<file path="src/hdl/cscc_pkg.sv">
/*
 cscc_pkg: constants, modes and states shared by the sensing-path control logic.
 assumes a single 25 MHz clock domain; no bus, plain ports only.
*/
package cscc_pkg;
   localparam int NUM_INPUTS  = 8;
   localparam int IDX_W       = 3;
   localparam int TICK_W      = 16;
   localparam int COMP_W      = 16;
   localparam int REPEAT_W    = 8;
   localparam int STORE_WORDS = 16;
   localparam int STORE_AW    = 4;
   localparam int STORE_DW    = 8;
   localparam int FILT_SHIFT  = 3;

   // configuration word positions in the parameter stores
   localparam logic [3:0] ADDR_ENABLE     = 4'h0;
   localparam logic [3:0] ADDR_POS_THRESH = 4'h1;
   localparam logic [3:0] ADDR_NEG_THRESH = 4'h2;
   localparam logic [3:0] ADDR_PERIOD     = 4'h3;
   localparam logic [3:0] ADDR_REPEAT0    = 4'h8;

   localparam logic [15:0] COMP_RESET = 16'h0000;
   localparam logic [15:0] COMP_MID   = 16'h8000;
   localparam logic [7:0]  NVM_VALID  = 8'hA5;

   // scan-period interval unit for periodic compensation
   localparam int PERIOD_UNIT_NS  = 1_000_000;
   localparam int CLK_PERIOD_NS   = 40;
   localparam int PERIOD_UNIT_CYC = PERIOD_UNIT_NS / CLK_PERIOD_NS;

   typedef enum logic [1:0] {
      MODE_ACTIVE = 2'b00,
      MODE_DOZE   = 2'b01,
      MODE_SLEEP  = 2'b10
   } cscc_mode_t;

   typedef enum logic [7:0] {
      ST_LOAD    = 8'b0000_0001,
      ST_IDLE    = 8'b0000_0010,
      ST_MEAS    = 8'b0000_0100,
      ST_WAIT    = 8'b0000_1000,
      ST_PROC    = 8'b0001_0000,
      ST_BURN    = 8'b0010_0000,
      ST_COMPCHK = 8'b0100_0000,
      ST_BURNWT  = 8'b1000_0000
   } cscc_state_t;

   // fixed default contents, read only by construction
   function automatic logic [7:0] default_word(input logic [3:0] a);
      case (a)
         4'h0:    default_word = 8'hFF;
         4'h1:    default_word = 8'h40;
         4'h2:    default_word = 8'h40;
         4'h3:    default_word = 8'h10;
         4'h4:    default_word = NVM_VALID;
         default: default_word = (a >= 4'h8) ? 8'h10 : 8'h00;
      endcase
   endfunction
endpackage

</file>
<file path="src/hdl/cap_sense_compensation_config.sv">
/*
 cap_sense_compensation_config: scan sequencer, offset compensation search,
 configuration load, working store access and non-volatile copy.
 assumes the analog front end answers each measure request with measDone and
 signed ticks, and the non-volatile memory is reached over a simple word port.
*/
// How it works
// - after one input is measured, store its ticks and measure the next enabled
// - each measurement repeats accumulate-transfer the configured repeat count
// - every input has its own repeat count in the working store
// - each input holds a 16-bit compensation value driving the offset converter
// - compensation runs at every power-up, driving each enabled input toward zero ticks
// - compensation values are kept for later scans, lost on reset
// - averaged ticks beyond positive or negative noise threshold restart compensation
// - periodic interval expiry restarts compensation regardless of thresholds
// - host compensation request honoured only in Active or Doze mode
// - raw ticks are low-pass filtered into a per-input average
// - deviation is raw ticks minus average, only given out on tickDeviation
// - at power-up valid non-volatile data is chosen, else fixed defaults
// - chosen source is copied to the working store, then only it is used
// - working store is lost on reset and reloaded afterwards
// - the fixed default store can never be written by the host
// - host writes sixteen registers through plain ports
// - host may overwrite working store at any time except during the load phase
// - on host signal the whole working store is copied to non-volatile memory
// - device follows the host-commanded operating mode
// - enabled inputs are visited in ascending order, first to last
// - interrupt asserted once compensation completes
// - interrupt asserted after working-store write and non-volatile copy finish
`timescale 1ns/1ps
`default_nettype none
module cap_sense_compensation_config #(
   parameter int N        = cscc_pkg::NUM_INPUTS,
   parameter int UNIT_CYC = cscc_pkg::PERIOD_UNIT_CYC
) (
   // clock and resets
   input  wire logic                       clk,
   input  wire logic                       rstn,
   input  wire logic                       softReset,
   // host control
   input  wire logic [1:0]                 hostMode,
   input  wire logic                       hostModeWr,
   input  wire logic                       hostCompReq,
   input  wire logic                       hostStoreWr,
   input  wire logic [3:0]                 hostStoreAddr,
   input  wire logic [7:0]                 hostStoreData,
   input  wire logic                       hostBurnReq,
   input  wire logic                       hostIrqAck,
   // front end
   output logic                            measStart,
   output logic [cscc_pkg::IDX_W-1:0]      measInput,
   output logic [cscc_pkg::REPEAT_W-1:0]   measRepeat,
   output logic [cscc_pkg::COMP_W-1:0]     pinOffsetValue,
   input  wire logic                       measDone,
   input  wire logic signed [cscc_pkg::TICK_W-1:0] measTicks,
   // non-volatile memory
   output logic                            nvmRd,
   output logic                            nvmWr,
   output logic [3:0]                      nvmAddr,
   output logic [7:0]                      nvmWrData,
   input  wire logic [7:0]                 nvmRdData,
   // status
   output logic [1:0]                      opMode,
   output logic                            compBusy,
   output logic                            configFromNvm,
   output logic signed [cscc_pkg::TICK_W-1:0] tickAverage,
   output logic signed [cscc_pkg::TICK_W-1:0] tickDeviation,
   output logic                            interruptRequest_n
);
   typedef struct packed {
      cscc_pkg::cscc_state_t st;
      logic [1:0]  mode;
      logic [4:0]  ldCnt;
      logic        srcNvm;
      logic [2:0]  idx;
      logic        comp;
      logic [4:0]  bitPos;
      logic        compDirty;
      logic [31:0] unitCnt;
      logic [7:0]  perCnt;
      logic        compPend;
      logic        irqN;
      logic        measStart;
      logic [7:0]  repeatCnt;
      logic        nvmRd;
      logic        nvmWr;
      logic [3:0]  nvmAddr;
      logic [7:0]  nvmData;
      logic [15:0] offOut;
      logic        burnPend;
      logic        pendIrq;
   } cscc_reg_t;

   cscc_reg_t r_q;
   cscc_reg_t r_d;
   logic [15:0] compVal_q [0:7];
   logic [15:0] compVal_d [0:7];

   logic       stWr;
   logic [3:0] stWrAddr;
   logic [7:0] stWrData;
   logic [3:0] stRdAddr;
   logic [7:0] stRdData;
   logic       filtValid;
   logic signed [15:0] filtAvg;
   logic signed [15:0] filtDev;
   logic       anyReset;

   // both reset sources end in the same power-up path
   assign anyReset = !rstn || softReset;

   cscc_store #(.AW(cscc_pkg::STORE_AW), .DW(cscc_pkg::STORE_DW)) uStore (
      .clk    (clk),
      .rstn   (!anyReset),
      .wrEn   (stWr),
      .wrAddr (stWrAddr),
      .wrData (stWrData),
      .rdAddr (stRdAddr),
      .rdData (stRdData)
   );

   cscc_filter #(.N(N), .IW(3), .TW(16), .SH(cscc_pkg::FILT_SHIFT)) uFilt (
      .clk           (clk),
      .rstn          (!anyReset),
      .sampleValid   (measDone && r_q.st == cscc_pkg::ST_WAIT && !r_q.comp),
      .sampleIdx     (r_q.idx),
      .sampleTicks   (measTicks),
      .tickAverage   (filtAvg),
      .tickDeviation (filtDev),
      .resultValid   (filtValid)
   );

   // next enabled input at or above start, 4'h8 when none
   function automatic logic [3:0] next_en(input logic [7:0] en, input logic [3:0] from);
      next_en = 4'h8;
      for (int i = 7; i >= 0; i--) begin
         if (en[i] && 4'(i) >= from) begin
            next_en = 4'(i);
         end
      end
   endfunction

   // enable mask, thresholds, period and repeat counts shadowed from store writes
   logic [7:0] enMask_q;
   logic [7:0] posTh_q;
   logic [7:0] negTh_q;
   logic [7:0] period_q;
   logic [7:0] rep_q [0:7];
   logic [3:0] nxt;

   always_ff @(posedge clk) begin
      if (anyReset) begin
         enMask_q <= 8'h00;
         posTh_q  <= 8'h00;
         negTh_q  <= 8'h00;
         period_q <= 8'h00;
         for (int i = 0; i < 8; i++) begin
            rep_q[i] <= 8'h00;
         end
      end else if (stWr) begin
         // shadow copy of what is written to the working store
         case (stWrAddr)
            cscc_pkg::ADDR_ENABLE:     enMask_q <= stWrData;
            cscc_pkg::ADDR_POS_THRESH: posTh_q  <= stWrData;
            cscc_pkg::ADDR_NEG_THRESH: negTh_q  <= stWrData;
            cscc_pkg::ADDR_PERIOD:     period_q <= stWrData;
            default: begin
               if (stWrAddr[3]) begin
                  rep_q[stWrAddr[2:0]] <= stWrData;
               end
            end
         endcase
      end
   end

   assign stRdAddr = r_d.nvmAddr;

   always_comb begin
      r_d = r_q;
      for (int i = 0; i < 8; i++) begin
         compVal_d[i] = compVal_q[i];
      end
      stWr     = 1'b0;
      stWrAddr = 4'h0;
      stWrData = 8'h00;
      nxt      = 4'h8;
      r_d.measStart = 1'b0;
      r_d.nvmRd     = 1'b0;
      r_d.nvmWr     = 1'b0;
      if (hostModeWr) begin
         r_d.mode = hostMode;
      end
      if (hostCompReq && r_q.mode != cscc_pkg::MODE_SLEEP) begin
         r_d.compPend = 1'b1;
      end
      if (hostBurnReq) begin
         r_d.burnPend = 1'b1;
      end
      if (filtValid && (filtAvg > $signed({8'h00, posTh_q}) ||
                        filtAvg < -$signed({8'h00, negTh_q}))) begin
         r_d.compPend = 1'b1;
      end
      if (r_q.unitCnt >= 32'(UNIT_CYC - 1)) begin
         r_d.unitCnt = 32'h0000_0000;
         if (period_q != 8'h00) begin
            if (r_q.perCnt >= period_q - 8'h01) begin
               r_d.perCnt   = 8'h00;
               r_d.compPend = 1'b1;
            end else begin
               r_d.perCnt = r_q.perCnt + 8'h01;
            end
         end
      end else begin
         r_d.unitCnt = r_q.unitCnt + 32'h0000_0001;
      end
      if (hostStoreWr && r_q.st != cscc_pkg::ST_LOAD) begin
         stWr     = 1'b1;
         stWrAddr = hostStoreAddr;
         stWrData = hostStoreData;
         r_d.pendIrq = 1'b1;
      end
      if (hostIrqAck) begin
         r_d.irqN = 1'b1;
      end
      if (r_q.pendIrq) begin
         r_d.irqN    = 1'b0; // set wins over acknowledge
         r_d.pendIrq = 1'b0;
      end
      case (r_q.st)
         cscc_pkg::ST_LOAD: begin
            // probe valid marker, then copy 16 words; read data lags one cycle
            r_d.nvmRd   = 1'b1;
            r_d.nvmAddr = r_q.ldCnt[3:0];
            if (r_q.ldCnt == 5'd0) begin
               r_d.ldCnt = 5'd1;
               r_d.nvmAddr = 4'h4;
            end else if (r_q.ldCnt == 5'd1) begin
               r_d.srcNvm  = (nvmRdData == cscc_pkg::NVM_VALID);
               r_d.ldCnt   = 5'd2;
               r_d.nvmAddr = 4'h0;
            end else begin
               stWr     = 1'b1;
               stWrAddr = 4'(r_q.ldCnt - 5'd2);
               stWrData = r_q.srcNvm ? nvmRdData : cscc_pkg::default_word(stWrAddr);
               r_d.nvmAddr = 4'(r_q.ldCnt - 5'd1);
               r_d.ldCnt   = r_q.ldCnt + 5'd1;
               if (r_q.ldCnt == 5'd17) begin
                  r_d.st       = cscc_pkg::ST_IDLE;
                  r_d.compPend = 1'b1;
                  r_d.irqN     = 1'b1;
               end
            end
         end
         cscc_pkg::ST_IDLE: begin
            if (r_q.burnPend) begin
               r_d.burnPend = 1'b0;
               r_d.ldCnt    = 5'd0;
               r_d.nvmAddr  = 4'h0;
               r_d.st       = cscc_pkg::ST_BURN;
            end else if (r_q.mode != cscc_pkg::MODE_SLEEP) begin
               r_d.comp     = r_q.compPend;
               r_d.compPend = 1'b0;
               r_d.bitPos   = 5'd15;
               r_d.idx      = 3'd0;
               r_d.st       = cscc_pkg::ST_MEAS;
               if (r_q.compPend) begin
                  for (int i = 0; i < 8; i++) begin
                     compVal_d[i] = cscc_pkg::COMP_MID;
                  end
               end
            end
         end
         cscc_pkg::ST_MEAS: begin
            nxt = next_en(enMask_q, {1'b0, r_q.idx});
            if (nxt[3]) begin
               r_d.st = r_q.comp ? cscc_pkg::ST_COMPCHK : cscc_pkg::ST_PROC;
            end else begin
               r_d.idx       = nxt[2:0];
               r_d.measStart = 1'b1;
               r_d.repeatCnt = rep_q[nxt[2:0]];
               r_d.offOut    = compVal_q[nxt[2:0]];
               r_d.st        = cscc_pkg::ST_WAIT;
            end
         end
         cscc_pkg::ST_WAIT: begin
            if (measDone) begin
               if (r_q.comp) begin
                  // positive residue means offset too small
                  if (measTicks > 0) begin
                     compVal_d[r_q.idx] = compVal_q[r_q.idx];
                  end else begin
                     compVal_d[r_q.idx][r_q.bitPos[3:0]] = 1'b0;
                  end
                  if (r_q.bitPos != 5'd0) begin
                     compVal_d[r_q.idx][r_q.bitPos[3:0] - 4'd1] = 1'b1;
                  end
               end
               if (r_q.idx == 3'd7) begin
                  r_d.st = r_q.comp ? cscc_pkg::ST_COMPCHK : cscc_pkg::ST_PROC;
               end else begin
                  r_d.idx = r_q.idx + 3'd1;
                  r_d.st  = cscc_pkg::ST_MEAS;
               end
            end
         end
         cscc_pkg::ST_COMPCHK: begin
            if (r_q.bitPos == 5'd0) begin
               r_d.comp    = 1'b0;
               r_d.pendIrq = 1'b1;
               r_d.st      = cscc_pkg::ST_IDLE;
            end else begin
               r_d.bitPos = r_q.bitPos - 5'd1;
               r_d.idx    = 3'd0;
               r_d.st     = cscc_pkg::ST_MEAS;
            end
         end
         cscc_pkg::ST_PROC: begin
            r_d.st = cscc_pkg::ST_IDLE;
         end
         cscc_pkg::ST_BURN: begin
            // read working word, written out one cycle later
            r_d.nvmAddr = r_q.ldCnt[3:0];
            r_d.st      = cscc_pkg::ST_BURNWT;
         end
         cscc_pkg::ST_BURNWT: begin
            r_d.nvmWr   = 1'b1;
            r_d.nvmData = stRdData;
            if (r_q.ldCnt == 5'd15) begin
               r_d.pendIrq = 1'b1;
               r_d.st      = cscc_pkg::ST_IDLE;
            end else begin
               r_d.ldCnt = r_q.ldCnt + 5'd1;
               r_d.st    = cscc_pkg::ST_BURN;
            end
         end
         default: r_d.st = cscc_pkg::ST_LOAD;
      endcase
   end

   always_ff @(posedge clk) begin
      if (anyReset) begin
         r_q <= '{st: cscc_pkg::ST_LOAD, mode: cscc_pkg::MODE_ACTIVE, irqN: 1'b0,
                  default: '0};
         for (int i = 0; i < 8; i++) begin
            compVal_q[i] <= cscc_pkg::COMP_RESET;
         end
      end else begin
         r_q <= r_d;
         for (int i = 0; i < 8; i++) begin
            compVal_q[i] <= compVal_d[i];
         end
      end
   end

   // outputs straight from flops; default store is a constant function
   assign measStart          = r_q.measStart;
   assign measInput          = r_q.idx;
   assign measRepeat         = r_q.repeatCnt;
   assign pinOffsetValue     = r_q.offOut;
   assign nvmRd              = r_q.nvmRd;
   assign nvmWr              = r_q.nvmWr;
   assign nvmAddr            = r_q.nvmAddr;
   assign nvmWrData          = r_q.nvmData;
   assign opMode             = r_q.mode;
   assign compBusy           = r_q.comp;
   assign configFromNvm      = r_q.srcNvm;
   assign tickAverage        = filtAvg;
   assign tickDeviation      = filtDev;
   assign interruptRequest_n = r_q.irqN;
endmodule // cap_sense_compensation_config
`default_nettype wire

</file>
<file path="src/hdl/cscc_store.sv">
/*
 cscc_store: small working parameter store, one write port, registered read.
 assumes synchronous active-low reset clears it; contents lost on reset.
*/
`timescale 1ns/1ps
`default_nettype none
module cscc_store #(
   parameter int AW = 4,
   parameter int DW = 8
) (
   // clock and reset
   input  wire logic          clk,
   input  wire logic          rstn,
   // write port
   input  wire logic          wrEn,
   input  wire logic [AW-1:0] wrAddr,
   input  wire logic [DW-1:0] wrData,
   // read port
   input  wire logic [AW-1:0] rdAddr,
   output var  logic [DW-1:0] rdData
);
   logic [DW-1:0] mem [0:(1<<AW)-1];

   always_ff @(posedge clk) begin
      if (!rstn) begin
         for (int i = 0; i < (1<<AW); i++) begin
            mem[i] <= '0;
         end
         rdData <= '0;
      end else begin
         if (wrEn) begin
            mem[wrAddr] <= wrData;
         end
         rdData <= mem[rdAddr];
      end
   end
endmodule // cscc_store
`default_nettype wire

</file>
<file path="src/hdl/cscc_filter.sv">
/*
 cscc_filter: per-input low pass of raw ticks and fast deviation.
 assumes one sample presented per strobe with its input index.
*/
`timescale 1ns/1ps
`default_nettype none
module cscc_filter #(
   parameter int N  = 8,
   parameter int IW = 3,
   parameter int TW = 16,
   parameter int SH = 3
) (
   // clock and reset
   input  wire logic                 clk,
   input  wire logic                 rstn,
   // sample in
   input  wire logic                 sampleValid,
   input  wire logic [IW-1:0]        sampleIdx,
   input  wire logic signed [TW-1:0] sampleTicks,
   // results
   output var  logic signed [TW-1:0] tickAverage,
   output var  logic signed [TW-1:0] tickDeviation,
   output var  logic                 resultValid
);
   logic signed [TW-1:0] avg_q [0:N-1];
   logic signed [TW-1:0] cur;
   logic signed [TW-1:0] nxt;

   assign cur = avg_q[sampleIdx];
   // first-order iir: avg += (raw - avg) >>> shift
   assign nxt = TW'(cur + ((sampleTicks - cur) >>> SH));

   always_ff @(posedge clk) begin
      if (!rstn) begin
         for (int i = 0; i < N; i++) begin
            avg_q[i] <= '0;
         end
         tickAverage   <= '0;
         tickDeviation <= '0;
         resultValid   <= 1'b0;
      end else begin
         resultValid <= sampleValid;
         if (sampleValid) begin
            avg_q[sampleIdx] <= nxt;
            tickAverage      <= nxt;
            tickDeviation    <= TW'(sampleTicks - nxt);
         end
      end
   end
endmodule // cscc_filter
`default_nettype wire

</file>
<file path="config.mk">
export PLATFORM = sky130hd
export DESIGN_NAME = cap_sense_compensation_config
export DESIGN_NICKNAME = d
export VERILOG_FILES = /design/src/hdl/cscc_pkg.sv /design/src/hdl/cap_sense_compensation_config.sv /design/src/hdl/cscc_store.sv /design/src/hdl/cscc_filter.sv
export SDC_FILE = /design/constraint.sdc
export NUM_CORES = 2
export LEC_CHECK = 0
export BUFFER_PORTS_ARGS = -buffer_cell sky130_fd_sc_hd__clkbuf_2
export CAP_MARGIN = 20
export CORE_MARGIN = 8
export CORE_UTILIZATION = 56
export CTS_CLUSTER_SIZE = 12
export DETAILED_ROUTE_END_ITERATION = 8
export PLACE_DENSITY = 0.72
export SETUP_SLACK_MARGIN = 0.2
export SLEW_MARGIN = 20
export SYNTH_ARGS = -nofsm -noshare
export SYNTH_HDL_FRONTEND = slang
export SYNTH_SLANG_ARGS = --single-unit
</file>
<file path="constraint.sdc">
create_clock -name clk -period 9.95 [get_ports clk]
set_clock_uncertainty 0.15 [all_clocks]
set_input_delay 1.4925 -clock clk [delete_from_list [all_inputs] [get_ports clk]]
set_output_delay 1.4925 -clock clk [all_outputs]
set_load 0.02 [all_outputs]
</file>
==> run metrics <==
outcome=finished clean; largest net degree at the start of global routing=106; hold_buf cts=0; Critical Path AT=7950 ps; Post-Syn Area=31210 µm²; clk_lat worst skew=610 ps; initial antenna violation count=1; Period Utilization, post-route=76.21%; r2r setup slk=2370 ps; post-cts gate resize count=0; register area share after synthesis=50.81%; Hold Path Class=flop to flop; drt first pass iters=6; Routed wire per std cell=22.19 µm; Syn Area/Cell=10.43 µm²; placed instance count=3694; die height=252.1 µm; Post-Synth Simple-Gate Area=13.55%; cell-internal power=4.374 mW; Yosys reg bits=632; Yosys warnings=0; Post-CTS Repair Setup Buffers=0; largest family of logic cells by synthesized area=compound AO/OA/AOI/OAI gates; Die Area=63530 µm²; Worst-Margin Slew=1118 ps; DR vias/cell=6.265; boundary pin count=126; FF/Latch Area=15860 µm²; mux contribution to synthesized area=11.27%; Adder-Cell Fraction of Synth Area=4.162%; most frequent cells in the layout=nor2_1, edfxtp_1, dfxtp_1, a21oi_1, nand2_1; Max Freq=131.9 MHz; commonest non-fill, non-tap cell in the layout=nor2_1; WHS=277.6 ps; gr ovfl total=0; DIE WIDTH=252.1 µm; CTS max path bufs=3; Synth Area in Compound Gates=14.09%; fin cells=3815; footprint of the multi-input gates=14290 µm²; Area Overhead vs Synth=10.14%; CTS tree=built; 1st-iter DRT viols=2238; Post-synth ARST share=0%; Placer Congestion=0.9127; Main synth FF type=edfxtp_1; crit path kind=flop to flop; pwr/cell area=170.9 nW/µm²; max-slew violations=0; Unique masters post-synth=84; setup TNS=0 ps; detailed-route DRC error count=0; Final setup viols=0; I/O Buffers=125; vias in the first global route=23836; Combinational Power Share=11.3%; Detail Route Antenna Nets=0; RSZ-0062 raised after global routing=no; Tot Pwr=5.874 mW; Worst Setup Start Kind=flop; switching pwr=1.500 mW; final net count=3165; clk sinks=632; CP Capture Type=flop; Pleak=12.65 nW; Final Critical Period=7583 ps; Core Util, Final=62.39%; Reg power frac=47.9%; clock-pin transition on the worst setup and hold timing paths=60 ps; Slew HR=25.19%; Root Buffer=clkbuf_16; maximum VDD drop=0.0001284 V; filler instances=4502; Hold Vio Cnt, Final=0; Num CTS Buffers=68; Std-Cell Rows=86; core area=55090 µm²; H-tree levels=3; Syn Inst Count=2991; EDFF count, synth=320; Switching Fraction=25.54%; layout cell share with drive strength beyond 1=13.80%; Crit path required time=10320 ps; xor/xnor share of the synthesized area=1.985%; clock group share of total power=40.8%; first-pass GRT wire length=132.9 mm; DRT Wirelength=84.65 mm; Post-DP HPWL=55.57 mm; initial core utilization=56.64%; DR vias=23901; CP Max Fanout=47; gr usage total=26.26%; Max-Cap Viols=0
-- critical path: stages, from the launching register on --
cell and delay (ps):
dfxtp_2 630, buf_4 700, mux4_2 420, mux2i_1 370, ha_1 360, a21oi_1 220, nand2_1 70, o21ai_0 460
xnor2_1 150, ha_1 360, o21a_1 250, o21a_1 200, a21o_1 150, a21oi_1 180, xor2_1 760, ha_1 430
and3_1 230, and3_1 230, a22o_1 210, a2111oi_0 500, xnor2_1 180, nand2_1 70, a21oi_1 170
-- logic make-up (layout without fill, tap and decap cells) --
logic type / Yosys count / in the layout
fa+ha+maj: 103 / 103
buf+inv: 291 / 350
other cells: 1 / 18
simple gates: 968 / 968
mux: 211 / 211
xor+xnor: 69 / 69
compound gates: 716 / 716
flops: 632 / 632
-- state kept, by name, summed over array words and instances (netlist names), 16 cells and up, named ones only --
signal	cells
pinOffsetValue	16
compVal_q	128
uFilt.avg_q	128
uFilt.tickAverage	16
uFilt.tickDeviation	16
rep_q	64
uStore.mem	128
r_q	61
-- power groups by stage --
stage               combinational (mW)  clock, mW  sequential, mW
finish                           0.663       2.40            2.82
CTS                              0.646       2.42            2.82
floorplan                        0.451          0            2.86
detailed placement               0.641          0            2.87
global route                     0.715       2.52            2.82
global placement                 0.618          0            2.87
-- cell type report --
class                           instances  share of cell area [%]
Antenna cell                            1                0.007280
Clock buffer                          104                   5.704
Clock inverter                         15                  0.3094
Inverter                               60                  0.6552
Multi-Input combinational cell       2084                   41.57
Sequential cell                       632                   46.15
Tap cell                              748                   2.723
Timing Repair Buffer                  171                   2.883
-- layer usage --
metal  up-vias  track usage (%)  wire, µm  part of all wire (%)
li1      10970                -         -                     -
met1     11614            34.04     34150                    40
met2      1099            43.41     40660                    48
met3       218            4.775      6890                   8.1
met4         0            10.65      2948                   3.5
met5         -                0         0                     0
-- path summary, 6_finish.rpt --
kind | startpoint | end | cells past startpoint
hold reg to reg | r_q[88] | r_q[88] | 2
setup / recovery | flop | uFilt.tickDeviation[12] | 22
setup reg to reg | flop | uFilt.tickDeviation[12] | 22
hold / removal | r_q[88] | r_q[88] | 2
-- synth_stat cells, types with 9 or more instances --
cell type	number	area [µm²]
ha_1	99	1239
xnor2_1	32	280.3
nor2b_1	14	87.58
a31oi_1	9	56.30
and3_1	20	125.1
mux4_2	112	2522
nand2b_1	18	112.6
nand2_1	253	949.7
nand4_1	13	81.33
o211ai_1	26	195.2
buf_1	16	60.06
a21o_1	31	232.7
nor4_1	14	87.58
inv_1	56	210.2
buf_4	41	307.8
o2111ai_1	12	105.1
nand3_1	75	375.4
a21oi_1	305	1526
xor2_1	36	315.3
o21ai_0	102	510.5
edfxtp_1	320	9609
a211oi_1	127	953.4
nor3_1	30	150.1
nand3b_1	13	97.59
dfxtp_1	312	6246
clkbuf_1	147	551.8
o21a_1	13	97.59
buf_2	26	130.1
mux2i_1	98	980.9
nor2_1	472	1772
o22ai_1	28	175.2
-- through the flow --
step,area [µm²],setup slack (ps)
global route,34370,1829
global placement,32260,2738
detailed placement,32260,2476
floorplan,31270,2755
CTS,34330,2430
finish,34370,2367
Power figures use the tool's default switching activity.
